### src/hsc_pkg.sv
package hsc_pkg;

    // register byte offsets, one word per register
    localparam logic [7:0] HSC_CMD_OFS = 8'h00;
    localparam logic [7:0] HSC_PRESET_HI_OFS = 8'h04;
    localparam logic [7:0] HSC_STATUS_OFS = 8'h08;
    localparam logic [7:0] HSC_COUNT_HI_OFS = 8'h0C;

    // command word fields
    localparam int HSC_CMD_COUNTER_PRESET = 0;
    localparam int HSC_CMD_SETPOINT_PRESET = 1;
    localparam int HSC_CMD_GATE = 2;
    localparam int HSC_CMD_DOWN = 3;
    localparam int HSC_CMD_CARRY_CLR = 4;
    localparam int HSC_CMD_BORROW_CLR = 5;
    localparam int HSC_CMD_COIN_CLR = 6;
    localparam int HSC_CMD_OUT_EN = 7;
    localparam int HSC_CMD_PRESET_LO = 8;

    // status word fields
    localparam int HSC_ST_CARRY = 0;
    localparam int HSC_ST_BORROW = 1;
    localparam int HSC_ST_ABOVE = 2;
    localparam int HSC_ST_EQUAL = 3;
    localparam int HSC_ST_BELOW = 4;
    localparam int HSC_ST_COUNT_LO = 8;
    localparam logic [2:0] HSC_ST_ALWAYS_ON = 3'h7;

    localparam int HSC_DIGITS = 6;
    localparam int HSC_BCD_W = 4 * HSC_DIGITS;
    localparam logic [15:0] HSC_CMD_RESET = 16'h0000;
    localparam logic [HSC_BCD_W-1:0] HSC_BCD_ZERO = 24'h00_0000;
    localparam logic [3:0] HSC_DIGIT_MAX = 4'h9;
    localparam logic [3:0] HSC_DIGIT_MIN = 4'h0;

    // contact input response: 30 cps, filtered by a stable time
    localparam int HSC_CLK_PERIOD_NS = 4;
    localparam int HSC_CONTACT_FILTER_NS = 10_000_000;
    localparam int HSC_CONTACT_FILTER_CYCLES = HSC_CONTACT_FILTER_NS / HSC_CLK_PERIOD_NS;

    typedef enum logic [1:0] {
        HSC_MODE_CMD1 = 2'b00,
        HSC_MODE_CMD2 = 2'b01,
        HSC_MODE_PHASE = 2'b10
    } hsc_mode_t;

endpackage : hsc_pkg

### src/hsc_count_if.sv
`timescale 1ns/1ps
interface hsc_count_if;
    import hsc_pkg::*;
    logic step;
    logic down;
    logic load;
    logic [HSC_BCD_W-1:0] load_value;
    logic [HSC_BCD_W-1:0] count;
    logic carry_pulse;
    logic borrow_pulse;

    modport ctrl (output step, output down, output load, output load_value,
                  input count, input carry_pulse, input borrow_pulse);
    modport counter (input step, input down, input load, input load_value,
                     output count, output carry_pulse, output borrow_pulse);
endinterface : hsc_count_if

### src/hsc_pulse_counter.sv
// The register offsets and register access over AHB-Lite were chosen for this implementation.
`timescale 1ns/1ps
// How it works
// - six BCD digits, counts up and down
// - three input modes picked by switch
// - quadrature: input 1 leading counts up
// - rate limits 50K, 20K, 30 cps
// - coincidence and above outputs driven
// - activity lamp lit while input 1 low
// - up and down lamps show direction
// - above, equal, below lamps from compare
// - equal lamp off without output enable
// - command mode 1 direction from program
// - command mode 2 direction from input 2
// - contact setting forces mode 1, 30 cps
// - solid-state setting allows all modes, fast
// - sticky carry and borrow on wrap
// - coincidence holds until reset or pin
// - counts only while gate command on
// - mode 1 counts input 1 rising edges
module hsc_pulse_counter
    import hsc_pkg::*;
#(
    parameter int CONTACT_FILTER_CYCLES = HSC_CONTACT_FILTER_CYCLES
) (
    input wire logic hclk,
    input wire logic hresetn,
    input wire logic hsel,
    input wire logic [31:0] haddr,
    input wire logic [1:0] htrans,
    input wire logic hwrite,
    input wire logic [2:0] hsize,
    input wire logic [31:0] hwdata,
    input wire logic hready,
    output logic hreadyout,
    output logic [31:0] hrdata,
    output logic hresp,
    input wire logic count_in1,
    input wire logic count_in2,
    input wire logic ext_reset_in,
    input wire logic [1:0] mode_switch,
    input wire logic contact_select,
    output logic coincidence_out,
    output logic count_above_setpoint_out,
    output logic count_activity_indicator,
    output logic up_indicator,
    output logic down_indicator,
    output logic count_above_setpoint_indicator,
    output logic count_equals_setpoint_indicator,
    output logic count_below_setpoint_indicator
);
    localparam int FILT_W = $clog2(CONTACT_FILTER_CYCLES + 1);
    localparam logic [FILT_W-1:0] FILT_LAST = FILT_W'(CONTACT_FILTER_CYCLES - 1);

    hsc_count_if cif ();

    hsc_bcd_counter u_counter (
        .hclk(hclk),
        .hresetn(hresetn),
        .cnt(cif.counter)
    );

    // bus slave state
    logic wr_pend;
    logic [7:0] wr_ofs;
    logic [15:0] cmd_word;
    logic [15:0] preset_hi;

    // pin synchronisers
    logic [5:0] sync_a;
    logic [5:0] sync_b;
    logic [1:0] mode_s;
    logic in1_s;
    logic in2_s;
    logic ext_rst_s;
    logic contact_s;
    logic sync_contact;

    // count path
    logic in1_filt;
    logic in1_prev;
    logic [FILT_W-1:0] filt_cnt;
    hsc_mode_t mode_eff;
    logic rise1;
    logic next_down;
    logic dir_down;

    // values and flags
    logic [HSC_BCD_W-1:0] setpoint;
    logic [HSC_BCD_W-1:0] preset_value;
    logic step_d;
    logic carry_flag;
    logic borrow_flag;
    logic coin_flag;
    logic above;
    logic equal;
    logic below;

    assign hreadyout = 1'b1;
    assign hresp = 1'b0;

    // pins from outside the clock domain: two flops each
    always_ff @(posedge hclk or negedge hresetn) begin
        if (!hresetn) begin
            sync_a <= 6'h00;
            sync_b <= 6'h00;
        end else begin
            sync_a <= {contact_select, mode_switch, ext_reset_in, count_in2, count_in1};
            sync_b <= sync_a;
        end
    end

    assign in1_s = sync_b[0];
    assign in2_s = sync_b[1];
    assign ext_rst_s = sync_b[2];
    assign mode_s = sync_b[4:3];
    assign contact_s = sync_b[5];

    assign preset_value = {preset_hi, cmd_word[15:HSC_CMD_PRESET_LO]};

    // contact setting locks out modes 2 and phase
    always_comb begin
        case (mode_s)
            2'b00: mode_eff = HSC_MODE_CMD1;
            2'b01: mode_eff = HSC_MODE_CMD2;
            2'b10: mode_eff = HSC_MODE_PHASE;
            default: mode_eff = HSC_MODE_CMD1;
        endcase
        if (sync_contact) begin
            mode_eff = HSC_MODE_CMD1;
        end
    end

    // contact bounce is removed by a stable-time filter; the solid-state
    // path passes straight through so 50K cps edges are never swallowed
    always_ff @(posedge hclk or negedge hresetn) begin
        if (!hresetn) begin
            in1_filt <= 1'b0;
            filt_cnt <= '0;
        end else if (!sync_contact) begin
            in1_filt <= in1_s;
            filt_cnt <= '0;
        end else if (in1_s == in1_filt) begin
            filt_cnt <= '0;
        end else if (filt_cnt >= FILT_LAST) begin
            in1_filt <= in1_s;
            filt_cnt <= '0;
        end else begin
            filt_cnt <= filt_cnt + FILT_W'(1);
        end
    end

    always_ff @(posedge hclk or negedge hresetn) begin
        if (!hresetn) begin
            in1_prev <= 1'b0;
        end else begin
            in1_prev <= in1_filt;
        end
    end

    assign rise1 = in1_filt && !in1_prev;

    // direction for the present step
    always_comb begin
        case (mode_eff)
            HSC_MODE_CMD1: next_down = cmd_word[HSC_CMD_DOWN];
            HSC_MODE_CMD2: next_down = !in2_s;
            // input 2 still low at input 1's rise means input 1 leads
            HSC_MODE_PHASE: next_down = rise1 ? in2_s : dir_down;
            default: next_down = cmd_word[HSC_CMD_DOWN];
        endcase
    end

    always_ff @(posedge hclk or negedge hresetn) begin
        if (!hresetn) begin
            dir_down <= 1'b0;
        end else begin
            dir_down <= next_down;
        end
    end

    // input 2 plays no part in mode 1; the source keeps within its rate
    assign cif.step = rise1 && cmd_word[HSC_CMD_GATE];
    assign cif.down = next_down;
    assign cif.load = cmd_word[HSC_CMD_COUNTER_PRESET];
    assign cif.load_value = preset_value;

    always_ff @(posedge hclk or negedge hresetn) begin
        if (!hresetn) begin
            setpoint <= HSC_BCD_ZERO;
        end else if (cmd_word[HSC_CMD_SETPOINT_PRESET]) begin
            setpoint <= preset_value;
        end
    end

    // packed BCD orders the same as its value
    assign above = cif.count > setpoint;
    assign equal = cif.count == setpoint;
    assign below = cif.count < setpoint;

    always_ff @(posedge hclk or negedge hresetn) begin
        if (!hresetn) begin
            step_d <= 1'b0;
        end else begin
            step_d <= cif.step && !cif.load;
        end
    end

    // wrap sets win over a clear in the same cycle
    always_ff @(posedge hclk or negedge hresetn) begin
        if (!hresetn) begin
            carry_flag <= 1'b0;
            borrow_flag <= 1'b0;
        end else begin
            if (cif.carry_pulse) begin
                carry_flag <= 1'b1;
            end else if (cmd_word[HSC_CMD_CARRY_CLR] || ext_rst_s) begin
                carry_flag <= 1'b0;
            end
            if (cif.borrow_pulse) begin
                borrow_flag <= 1'b1;
            end else if (cmd_word[HSC_CMD_BORROW_CLR] || ext_rst_s) begin
                borrow_flag <= 1'b0;
            end
        end
    end

    // a held coincidence reset keeps the flag off even on a match
    always_ff @(posedge hclk or negedge hresetn) begin
        if (!hresetn) begin
            coin_flag <= 1'b0;
        end else if (cmd_word[HSC_CMD_COIN_CLR] || ext_rst_s) begin
            coin_flag <= 1'b0;
        end else if (step_d && equal) begin
            coin_flag <= 1'b1;
        end
    end

    // outputs and lamps
    always_ff @(posedge hclk or negedge hresetn) begin
        if (!hresetn) begin
            coincidence_out <= 1'b0;
            count_above_setpoint_out <= 1'b0;
            count_activity_indicator <= 1'b0;
            up_indicator <= 1'b0;
            down_indicator <= 1'b0;
            count_above_setpoint_indicator <= 1'b0;
            count_equals_setpoint_indicator <= 1'b0;
            count_below_setpoint_indicator <= 1'b0;
        end else begin
            coincidence_out <= coin_flag && cmd_word[HSC_CMD_OUT_EN];
            count_above_setpoint_out <= above && cmd_word[HSC_CMD_OUT_EN];
            count_activity_indicator <= !in1_s;
            up_indicator <= !dir_down;
            down_indicator <= dir_down;
            count_above_setpoint_indicator <= above;
            count_equals_setpoint_indicator <= equal && cmd_word[HSC_CMD_OUT_EN];
            count_below_setpoint_indicator <= below;
        end
    end

    // AHB-Lite slave: zero wait states, always OKAY, unmapped reads zero
    always_ff @(posedge hclk or negedge hresetn) begin
        if (!hresetn) begin
            wr_pend <= 1'b0;
            wr_ofs <= 8'h00;
        end else begin
            wr_pend <= hsel && htrans[1] && hwrite && hready;
            wr_ofs <= haddr[7:0];
        end
    end

    // command bits are levels: software sets and later clears them
    always_ff @(posedge hclk or negedge hresetn) begin
        if (!hresetn) begin
            cmd_word <= HSC_CMD_RESET;
            preset_hi <= HSC_CMD_RESET;
        end else if (wr_pend && wr_ofs == HSC_CMD_OFS) begin
            cmd_word <= hwdata[15:0];
        end else if (wr_pend && wr_ofs == HSC_PRESET_HI_OFS) begin
            preset_hi <= hwdata[15:0];
        end
    end

    always_ff @(posedge hclk or negedge hresetn) begin
        if (!hresetn) begin
            hrdata <= 32'h0000_0000;
        end else if (hsel && htrans[1] && !hwrite && hready) begin
            case (haddr[7:0])
                HSC_CMD_OFS: hrdata <= {16'h0000, cmd_word};
                HSC_PRESET_HI_OFS: hrdata <= {16'h0000, preset_hi};
                HSC_STATUS_OFS: hrdata <= {16'h0000, cif.count[7:0], HSC_ST_ALWAYS_ON,
                    below, coin_flag, above, borrow_flag, carry_flag};
                HSC_COUNT_HI_OFS: hrdata <= {16'h0000, cif.count[HSC_BCD_W-1:8]};
                default: hrdata <= 32'h0000_0000;
            endcase
        end
    end

    assign sync_contact = contact_s;

endmodule : hsc_pulse_counter

### src/hsc_bcd_counter.sv
`timescale 1ns/1ps
module hsc_bcd_counter
    import hsc_pkg::*;
(
    input wire logic hclk,
    input wire logic hresetn,
    hsc_count_if.counter cnt
);
    logic [3:0] digit [HSC_DIGITS];
    logic [HSC_DIGITS:0] roll_up;
    logic [HSC_DIGITS:0] roll_dn;

    assign roll_up[0] = 1'b1;
    assign roll_dn[0] = 1'b1;

    // one digit per loop pass; a digit moves only when all lower digits roll
    for (genvar i = 0; i < HSC_DIGITS; i++) begin : g_digit
        assign roll_up[i+1] = roll_up[i] && (digit[i] == HSC_DIGIT_MAX);
        assign roll_dn[i+1] = roll_dn[i] && (digit[i] == HSC_DIGIT_MIN);
        assign cnt.count[4*i +: 4] = digit[i];

        always_ff @(posedge hclk or negedge hresetn) begin
            if (!hresetn) begin
                digit[i] <= HSC_DIGIT_MIN;
            end else if (cnt.load) begin
                digit[i] <= cnt.load_value[4*i +: 4];
            end else if (cnt.step && !cnt.down && roll_up[i]) begin
                digit[i] <= (digit[i] >= HSC_DIGIT_MAX) ? HSC_DIGIT_MIN : digit[i] + 4'h1;
            end else if (cnt.step && cnt.down && roll_dn[i]) begin
                digit[i] <= (digit[i] == HSC_DIGIT_MIN) ? HSC_DIGIT_MAX : digit[i] - 4'h1;
            end
        end
    end

    // wrap pulses, one cycle after the step that wrapped
    always_ff @(posedge hclk or negedge hresetn) begin
        if (!hresetn) begin
            cnt.carry_pulse <= 1'b0;
            cnt.borrow_pulse <= 1'b0;
        end else begin
            cnt.carry_pulse <= cnt.step && !cnt.load && !cnt.down && roll_up[HSC_DIGITS];
            cnt.borrow_pulse <= cnt.step && !cnt.load && cnt.down && roll_dn[HSC_DIGITS];
        end
    end

endmodule : hsc_bcd_counter

### config.mk
export PLATFORM = sky130hd
export DESIGN_NAME = hsc_pulse_counter
export DESIGN_NICKNAME = d
export VERILOG_FILES = /design/src/hsc_pkg.sv /design/src/hsc_count_if.sv /design/src/hsc_pulse_counter.sv /design/src/hsc_bcd_counter.sv
export SDC_FILE = /design/constraint.sdc
export NUM_CORES = 1
export LEC_CHECK = 0
export ABC_AREA = 1
export BUFFER_PORTS_ARGS = -buffer_cell sky130_fd_sc_hd__buf_4
export CAP_MARGIN = 10
export CORE_MARGIN = 2
export CORE_UTILIZATION = 65
export CTS_BUF_LIST = sky130_fd_sc_hd__clkbuf_4 sky130_fd_sc_hd__clkbuf_8
export DETAILED_ROUTE_END_ITERATION = 8
export PLACE_DENSITY = 0.87
export SLEW_MARGIN = 10
export SYNTH_ARGS = -nofsm -noshare
export SYNTH_HDL_FRONTEND = slang
export SYNTH_SLANG_ARGS = --single-unit
### constraint.sdc
create_clock -name hclk -period 2.9 [get_ports hclk]
set_input_delay 0.58 -clock hclk [delete_from_list [all_inputs] [get_ports hclk]]
set_output_delay 0.58 -clock hclk [all_outputs]
set_load 0.1 [all_outputs]
# Word level (Yosys, flattened, before mapping)
# Cells that the tools add are included.
# word_totals
register_bits	172
inputBits	80
# op_classes
n_eq_ne	18
magnitude_cmp	9
mux	47
n_reduce_logical	69
n_addsub	13
n_bitwise	1
# ops
cell	count
4-bit 2-to-1 mux	30
22-bit 2-to-1 mux	3
16-bit one-hot mux with 4 select lines	1
1-bit logical AND	40
4-bit by 1-bit adder with 4-bit output, second input constant	6
24-bit == test	1
4-bit == test, second input constant	6
4-bit >= comparator, second input constant	6
24-bit greater-than comparator	1
4-bit logical NOT	6
24-bit less-than comparator	1
4-bit by 1-bit subtractor with 4-bit output, second input constant	6
22-bit by 1-bit adder with 22-bit output, second input constant	1
22-bit >= comparator, second input constant	1
3-bit nonzero test	6
8-bit by 3-bit == test with 1-bit output, second input constant	2
8-bit by 4-bit == test with 1-bit output, second input constant	2
8-bit logical NOT	2
1-bit 2-to-1 mux	10
1-bit logical NOT	7
2-bit nonzero test	3
2-bit by 1-bit == test with 1-bit output, second input constant	2
2-bit == test, second input constant	2
2-bit one-hot mux with 2 select lines	1
other kinds (8)	11

# Longest topological paths before layout
# Gate-level depths: netlist of run 1.
# logic_depth
depth_word	10
depth_mapped	16

# Hierarchy
# A second synthesis of run 1 with hierarchy kept.
# unflattened
hier_cells	1144
area_unflattened_um2	9027.4
# by_module_without_submodules
module	area_each_um2	cells_each	instances
hsc_pulse_counter	6384.9	751	1
hsc_bcd_counter	2642.5	393	1

# Least setup slack after synthesis of run 1
# Ideal clock, no wire load.
# synth_timing
path_type	reg2reg
start	reg sync_b[5]
end	reg u_counter.digit (netlist bit u_counter.cnt.count[8])
synth_period_minus_slack_ps	1967
path_slack_ps	933
t_arrival_ps	1851
required_ps	2784
stages_incl_launch_ff	12
setup_ps	116
path_cell_list	dfrtp_1 nor3_1 inv_1 ha_1 a21oi_1 nand2_2 nand2_4 nand3_2 o21ai_0 nand2_1 nand2_1 nand2_1
# synth_between
elab_chain_len	8
elab_cells_between_ends	12
# synth_rtl
item	line_no	source
start: declaration	hsc_pulse_counter.sv:71	logic [5:0] sync_b;
start signal: assignment	hsc_pulse_counter.sv:109	sync_b <= sync_a;
2-bit 2-to-1 mux (*)	hsc_pulse_counter.sv:129	if (sync_contact) begin
2-bit == test or 2-bit by 1-bit == test with 1-bit output (tied branches)	hsc_pulse_counter.sv:165	case (mode_eff)
1-bit one-hot mux with 2 select lines (*)	hsc_pulse_counter.sv:165	
1-bit logical NOT	hsc_bcd_counter.sv:27	end else if (cnt.step && !cnt.down && roll_up[i]) begin
1-bit logical AND (2 in series)	hsc_bcd_counter.sv:27	
4-bit 2-to-1 mux	hsc_bcd_counter.sv:27	
4-bit 2-to-1 mux	hsc_bcd_counter.sv:25	end else if (cnt.load) begin
end signal: indexed assignment	hsc_bcd_counter.sv:26	digit[i] <= cnt.load_value[4*i +: 4];
end signal: indexed assignment	hsc_bcd_counter.sv:28	digit[i] <= (digit[i] >= HSC_DIGIT_MAX) ? HSC_DIGIT_MIN : digit[i] + 4'h1;
end signal: indexed assignment	hsc_bcd_counter.sv:30	digit[i] <= (digit[i] == HSC_DIGIT_MIN) ? HSC_DIGIT_MAX : digit[i] - 4'h1;
end: declaration	hsc_bcd_counter.sv:9	logic [3:0] digit [HSC_DIGITS];
# Mark *: on every way between the ends. The rest lies on a longest branch, timed or not.
# A chain may end at the register's enable or synchronous reset.

# Worst setup path after layout of run 1
# layout_timing
start	reg sync_b[5]
end	reg u_counter.digit (netlist bit u_counter.cnt.count[2])
# layout_between
elab_chain_len	7
elab_cells_between_ends	10
# layout_rtl
item	line_no
2-bit 2-to-1 mux (*)	hsc_pulse_counter.sv:129
2-bit == test or 2-bit by 1-bit == test with 1-bit output (tied branches)	hsc_pulse_counter.sv:165
1-bit one-hot mux with 2 select lines (*)	hsc_pulse_counter.sv:165
1-bit logical NOT	hsc_bcd_counter.sv:27
1-bit logical AND	hsc_bcd_counter.sv:27
4-bit 2-to-1 mux	hsc_bcd_counter.sv:27
4-bit 2-to-1 mux	hsc_bcd_counter.sv:25
# Marked as above.

==> impl_metrics.ini, run 1 <==
[critical_path]
crit_path_top_delay_cell = dfrtp_1
critPathRequiredTime_ns = 3.26
end_kind = flip-flop
startpoint = sync_b[5]
rr_startpoint = sync_b[5]
critPathLaunchType = flip-flop
crit_type = flip-flop to flip-flop
crit_family = simple AND/OR/NAND/NOR gates
worstPathArrival_ns = 2.78
crit_chain = nor3_1 -> inv_1 -> ha_1 -> a21oi_1 -> nand2_2 -> nand2_4 -> nand2_2 -> inv_1 -> o21ai_0 -> nand3_1 -> o211ai_1
crit_buf_inv = 2
crit_fanout = 17
crit_path_max_incr_delay_ns = 0.44

[logic_synthesis]
synth.area.top_cells = dfrtp_1, nand2_1, ha_1
synth_area_per_cell_um2 = 7.673
synthFlopType = dfrtp_1
synth_cell_types = 47
synth_top_area_share_pct = 42.93
ys_ff_latch = 156
synthArstFlopShare_pct = 100.0
synth_top_area_cell = dfrtp_1
syn_inst = 1185
syn_area_mm2 = 0.009092
yosysWarnings = 0
yosysSeqAreaShare_pct = 42.93
synth_edf_count = 0
post-synth-top-count-cell = nand2_1
synthTopCellsByCount = nand2_1, dfrtp_1, inv_1

[global_route]
grt.overflow.total = 0
grt_usage_pct = 30.75
grt_pass1_wl_um = 35670
grt_max_degree = 58
grt_pass1_vias = 7523
antenna_found_initial = 0

[routing]
finalWirelength_um = 21600
wl_per_cell_um = 15.09
first_pass_iters = 6
drt_iter0_markers = 895
drcViolationCount = 0
vias = 8084
via_per_inst = 5.645
ant_nets = 0

[hold_path]
hold_class = primary input to asynchronous set/reset pin

[clock_network]
cts_buffers = 17
ctsHoldBuffers = 0
cts_resized = 0
cts_root_buf = clkbuf_8
htree_levels = 4
cts_tree = yes
clk_pin_slew_worst_paths_ns = 0.08
cts_setup_buffers = 0
cts_sinks = 156
insertion_delay_ns = 0.49
cts_buffer_depth = 2

[timing]
tightest_slew_ns = 1.060
hold_viol = 0
worst_slack_ns = 0.4792
max_freq_ghz = 0.4131
maxSlewViolCount = 0
setup_tns_ns = 0
skew_ns = 0.01579
period_needed_ns = 2.421
relSlewSlack_pct = 29.30
rsz0062_at_grt = false
setup_viol = 0
fin_crit_sh_pct = 83.48

[finish]
multiInputGateArea_mm2 = 0.004353
area_growth_pct = 10.02
regArea_mm2 = 0.003904
drive_above_1_share_pct = 12.54
n_antenna_cell = 0
fin_nets = 1365
nFillCells = 1110
stdcell_area_mm2 = 0.01000

[power]
cellPowerDensity_mw_per_mm2 = 468.9
power_mw = 4.690
peakVddDrop_v = 0.0003700
power_leakage_nw = 5.459

[die]
core-area_mm2 = 0.01377
fp.dieH_um = 122.3
start_util_pct = 66.02
rows = 43
dieArea_mm2 = 0.01495
fp.dieW_um = 122.3
io_pins = 122

[placed_design]
portBuffers = 59
dp_hpwl_um = 15610
postPlaceCellArea_mm2 = 0.009629
dp_slack_ns = 0.5334
place.gp.congestion = 1.002

[flow_run]
drv_cap = 0

[status]
status = finished, final reports clean
==> cell type report <==
type                       count  area share, %
clock buffer                  20          2.627
clock inverter                11          1.113
inverter                     164          6.154
multi-input combinational    834          43.51
sequential                   156          39.02
tap                          180          2.251
timing repair buffer          67          5.316
==> cell families after synthesis <==
family	synth area share (%)
other	0.08260
flip-flops	42.93
AO/OA/AOI/OAI	9.454
adder cells (fa/ha/maj)	6.192
XOR/XNOR	1.252
AND/OR/NAND/NOR	30.23
buffers and inverters	9.853
==> cell usage in the layout (no fill, tap or decap), types with 3 or more instances in the layout <==
master and count:
inv_1 150, or2_2 6, nand2_2 3, nand4_1 26, o21ai_0 96, inv_6 3, nor2_2 8, nand3b_1 3
nand2_1 312, clkbuf_8 18, nand3_2 7, nor4_1 6, ha_1 45, dfrtp_1 156, o21ai_1 24, o211ai_1 3
buf_4 64, nand3_1 73, xnor2_1 7, a21oi_1 32, a21o_1 4, nor3_1 21, nand3_4 5, xor2_1 6
nor3_2 4, conb_1 18, nor2_1 103, clkinv_4 4, inv_2 14
==> metrics by stage <==
stage	instances	hold slack, ns	util [%]
final	1432	0.02340	72.63
after global routing	1432	0.04624	72.63
after CTS	1432	0.03821	72.63
after detailed placement	1401	0.3379	69.91
after global placement	1401	0.3336	69.91
after floorplan	1201	0.2844	-
==> routing by layer <==
metal | share of wire (%) | track usage, % | routed length (um) | vias to the layer above
met5 | 0 | 0 | 0 | -
met4 | 3.4 | 13.72 | 739 | 0
met3 | 7.1 | 6.831 | 1533 | 71
met2 | 47 | 47.71 | 10110 | 324
met1 | 43 | 41.62 | 9220 | 3815
li1 | - | - | - | 3874
==> final timing paths <==
path | cells after the start | end | slack (ns)
max | 11 | u_counter.cnt.count[2] | 0.48
min | 1 | in1_prev | 0.02
max reg2reg | 11 | u_counter.cnt.count[2] | 0.48
min reg2reg | 0 | sync_b[4] | 0.35
max in group asynchronous | 2 | hrdata[9] | 2.23
min in group hclk | 1 | wr_ofs[4] | 0.20
==> sequential cells by signal, indices dropped and copies added, names as in the netlist, 6 cells and up <==
register and cells:
cmd_word 16, hrdata 16, sync_b 6, sync_a 6, filt_cnt 22, u_counter.cnt.count 24
wr_ofs 8, setpoint 24, preset_hi 16
==> power by group <==
part           internal, mW  switching, mW  total, mW
clock network         0.725          0.852       1.58
logic                 0.185          0.622      0.807
registers              2.25         0.0565       2.31
total                  3.16           1.53       4.69
(Power assumes the default switching activity.)
==> inputs of run 2 (changes only) <==
--- a/config.mk
+++ b/config.mk
@@ -9,10 +9,10 @@
 export BUFFER_PORTS_ARGS = -buffer_cell sky130_fd_sc_hd__buf_4
 export CAP_MARGIN = 10
 export CORE_MARGIN = 2
-export CORE_UTILIZATION = 65
+export CORE_UTILIZATION = 60
 export CTS_BUF_LIST = sky130_fd_sc_hd__clkbuf_4 sky130_fd_sc_hd__clkbuf_8
 export DETAILED_ROUTE_END_ITERATION = 8
-export PLACE_DENSITY = 0.87
+export PLACE_DENSITY = 0.81
 export SLEW_MARGIN = 10
 export SYNTH_ARGS = -nofsm -noshare
 export SYNTH_HDL_FRONTEND = slang
==> constraint.sdc (replaced) <==
create_clock -name hclk -period 2.37 [get_ports hclk]
set_input_delay 0.474 -clock hclk [delete_from_list [all_inputs] [get_ports hclk]]
set_output_delay 0.474 -clock hclk [all_outputs]
set_load 0.1 [all_outputs]
==> impl_metrics.ini, run 2 (synthesized netlist as in run 1, its figures left out) <==
[status]
status = finished, final reports clean

[placed_design]
place.gp.congestion = 0.9918
dp_hpwl_um = 16240
dp_cells = 1420
portBuffers = 59
dp_slack_ns = 0.07690

[power]
peakVddDrop_v = 0.0006318
power_mw = 5.791
power_leakage_nw = 5.545
cellPowerDensity_mw_per_mm2 = 569.1

[clock_network]
cts_sinks = 156
insertion_delay_ns = 0.48
cts_tree = yes
cts_root_buf = clkbuf_8
htree_levels = 4
cts_buffers = 17
clk_pin_slew_worst_paths_ns = 0.09
cts_buffer_depth = 2

[timing]
skew_ns = 0.01991
maxSlewViolCount = 0
tightest_slew_ns = 0.8014
period_needed_ns = 2.348
hold_viol = 0
relSlewSlack_pct = 46.57
setup_viol = 0
worst_slack_ns = 0.02211
fin_crit_sh_pct = 99.07
fin_hold_ws_ns = 0.1012
max_freq_ghz = 0.4259

[die]
rows = 44
io_pins = 122
fp.dieH_um = 127.1
dieArea_mm2 = 0.01615
fp.dieW_um = 127.1
core-area_mm2 = 0.01464
start_util_pct = 62.09

[finish]
layout_common_cells = nand2_1, dfrtp_1, inv_1
layout_commonest_cell = nand2_1
fin_cells = 1454
area_growth_pct = 11.90
n_antenna_cell = 0
fin_nets = 1383
nFillCells = 1224
drive_above_1_share_pct = 13.94

[critical_path]
crit_fanout = 10
critPathLaunchType = flip-flop
crit_type = flip-flop to flip-flop
rr_startpoint = sync_b[5]
r2r_end = u_counter.cnt.count[2]
regToRegSetupSlack_ns = 0.02
crit_end = u_counter.cnt.count[2]
worstPathArrival_ns = 2.69
end_kind = flip-flop
r2r_cells = 12
critPathRequiredTime_ns = 2.71
startpoint = sync_b[5]

[hold_path]
hold_class = primary input to flip-flop
min_path_cells = 1

[global_route]
antenna_found_initial = 0
grt_usage_pct = 28.19
grt_pass1_vias = 7558
grt.overflow.total = 0
grt_pass1_wl_um = 36160
grt_max_degree = 60

[routing]
drcViolationCount = 0
finalWirelength_um = 22120
vias = 8011
via_per_inst = 5.510
wl_per_cell_um = 15.21
ant_nets = 0
first_pass_iters = 5
drt_iter0_markers = 735

[flow_run]
drv_cap = 0
run 2: changes by cell type in the layout (fill, tap and decap cells not counted), sizes merged:
cell | before | now
dlygate4sd3 | 0 | 1
inv | 167 | 171
clkinv | 5 | 3
clkbuf | 20 | 17
clkinvlp | 2 | 3
buf | 67 | 84
run 2: through the flow:
stage	TNS, ns	util (%)	cell area (um^2)
final	0	69.48	10170
after global routing	-0.1684	69.48	10170
after CTS	0	69.20	10130
after detailed placement	0	66.56	9747
after global placement	0	66.56	9747
after floorplan	0	-	9153
run 2: how the worst min path moves through the flow:
stage                  from     endpoint
2_1_floorplan       hresetn  borrow_flag
3_3_place_gp      sync_a[0]    sync_b[0]
3_5_place_dp      sync_a[3]    sync_b[3]
4_1_cts        ext_reset_in    sync_a[2]
5_1_grt        ext_reset_in    sync_a[2]
6_report       ext_reset_in    sync_a[2]
run 2: layer usage:
| layer | vias up | track usage, % | share of wire, % | wire length, um |
|---|---|---|---|---|
| met5 | - | 0 | 0 | 0 |
| met2 | 275 | 46.33 | 48 | 10630 |
| met3 | 56 | 5.863 | 7.0 | 1552 |
| met1 | 3768 | 37.12 | 42 | 9288 |
| li1 | 3912 | - | - | - |
| met4 | 0 | 10.60 | 2.9 | 649 |
run 2: timing repair:
item	4_1_cts	5_1_grt
pin swaps	0	1
hold endpoints to repair	49	0
resized for setup	1	3
hold buffers	1	0
buffers inserted	0	2
endpoints found under the setup margin	1	19
run 2: worst max-delay path, stage by stage (launching register included):
cell and delay, ns:
dfrtp_1 0.43, nor3_2 0.22, inv_1 0.07, ha_1 0.31, inv_1 0.05, nor2_1 0.12
inv_1 0.16, nand2_8 0.17, nand2_2 0.07, inv_1 0.16, o21ai_0 0.18, nand3_1 0.17
o211ai_1 0.10
run 2: layout make-up:
| cell class | count | area (um^2) | area share (%) |
|---|---|---|---|
| Clock inverter | 14 | 133.9 | 1.316 |
| Timing Repair Buffer | 85 | 681.9 | 6.702 |
| Clock buffer | 17 | 234.0 | 2.300 |
| Sequential cell | 156 | 3904 | 38.37 |
| Tap cell | 184 | 230.2 | 2.263 |
| Multi-Input combinational cell | 834 | 4375 | 43.00 |
| Inverter | 164 | 615.6 | 6.050 |
run 2: report_power, final:
| part | switching (mW) | total (mW) | leakage (nW) | internal (mW) |
|---|---|---|---|---|
| clock | 1.09 | 1.94 | 0.183 | 0.846 |
| sequential | 0.0650 | 2.82 | 1.70 | 2.75 |
| combinational | 0.785 | 1.03 | 3.66 | 0.247 |
| total | 1.94 | 5.79 | 5.55 | 3.85 |
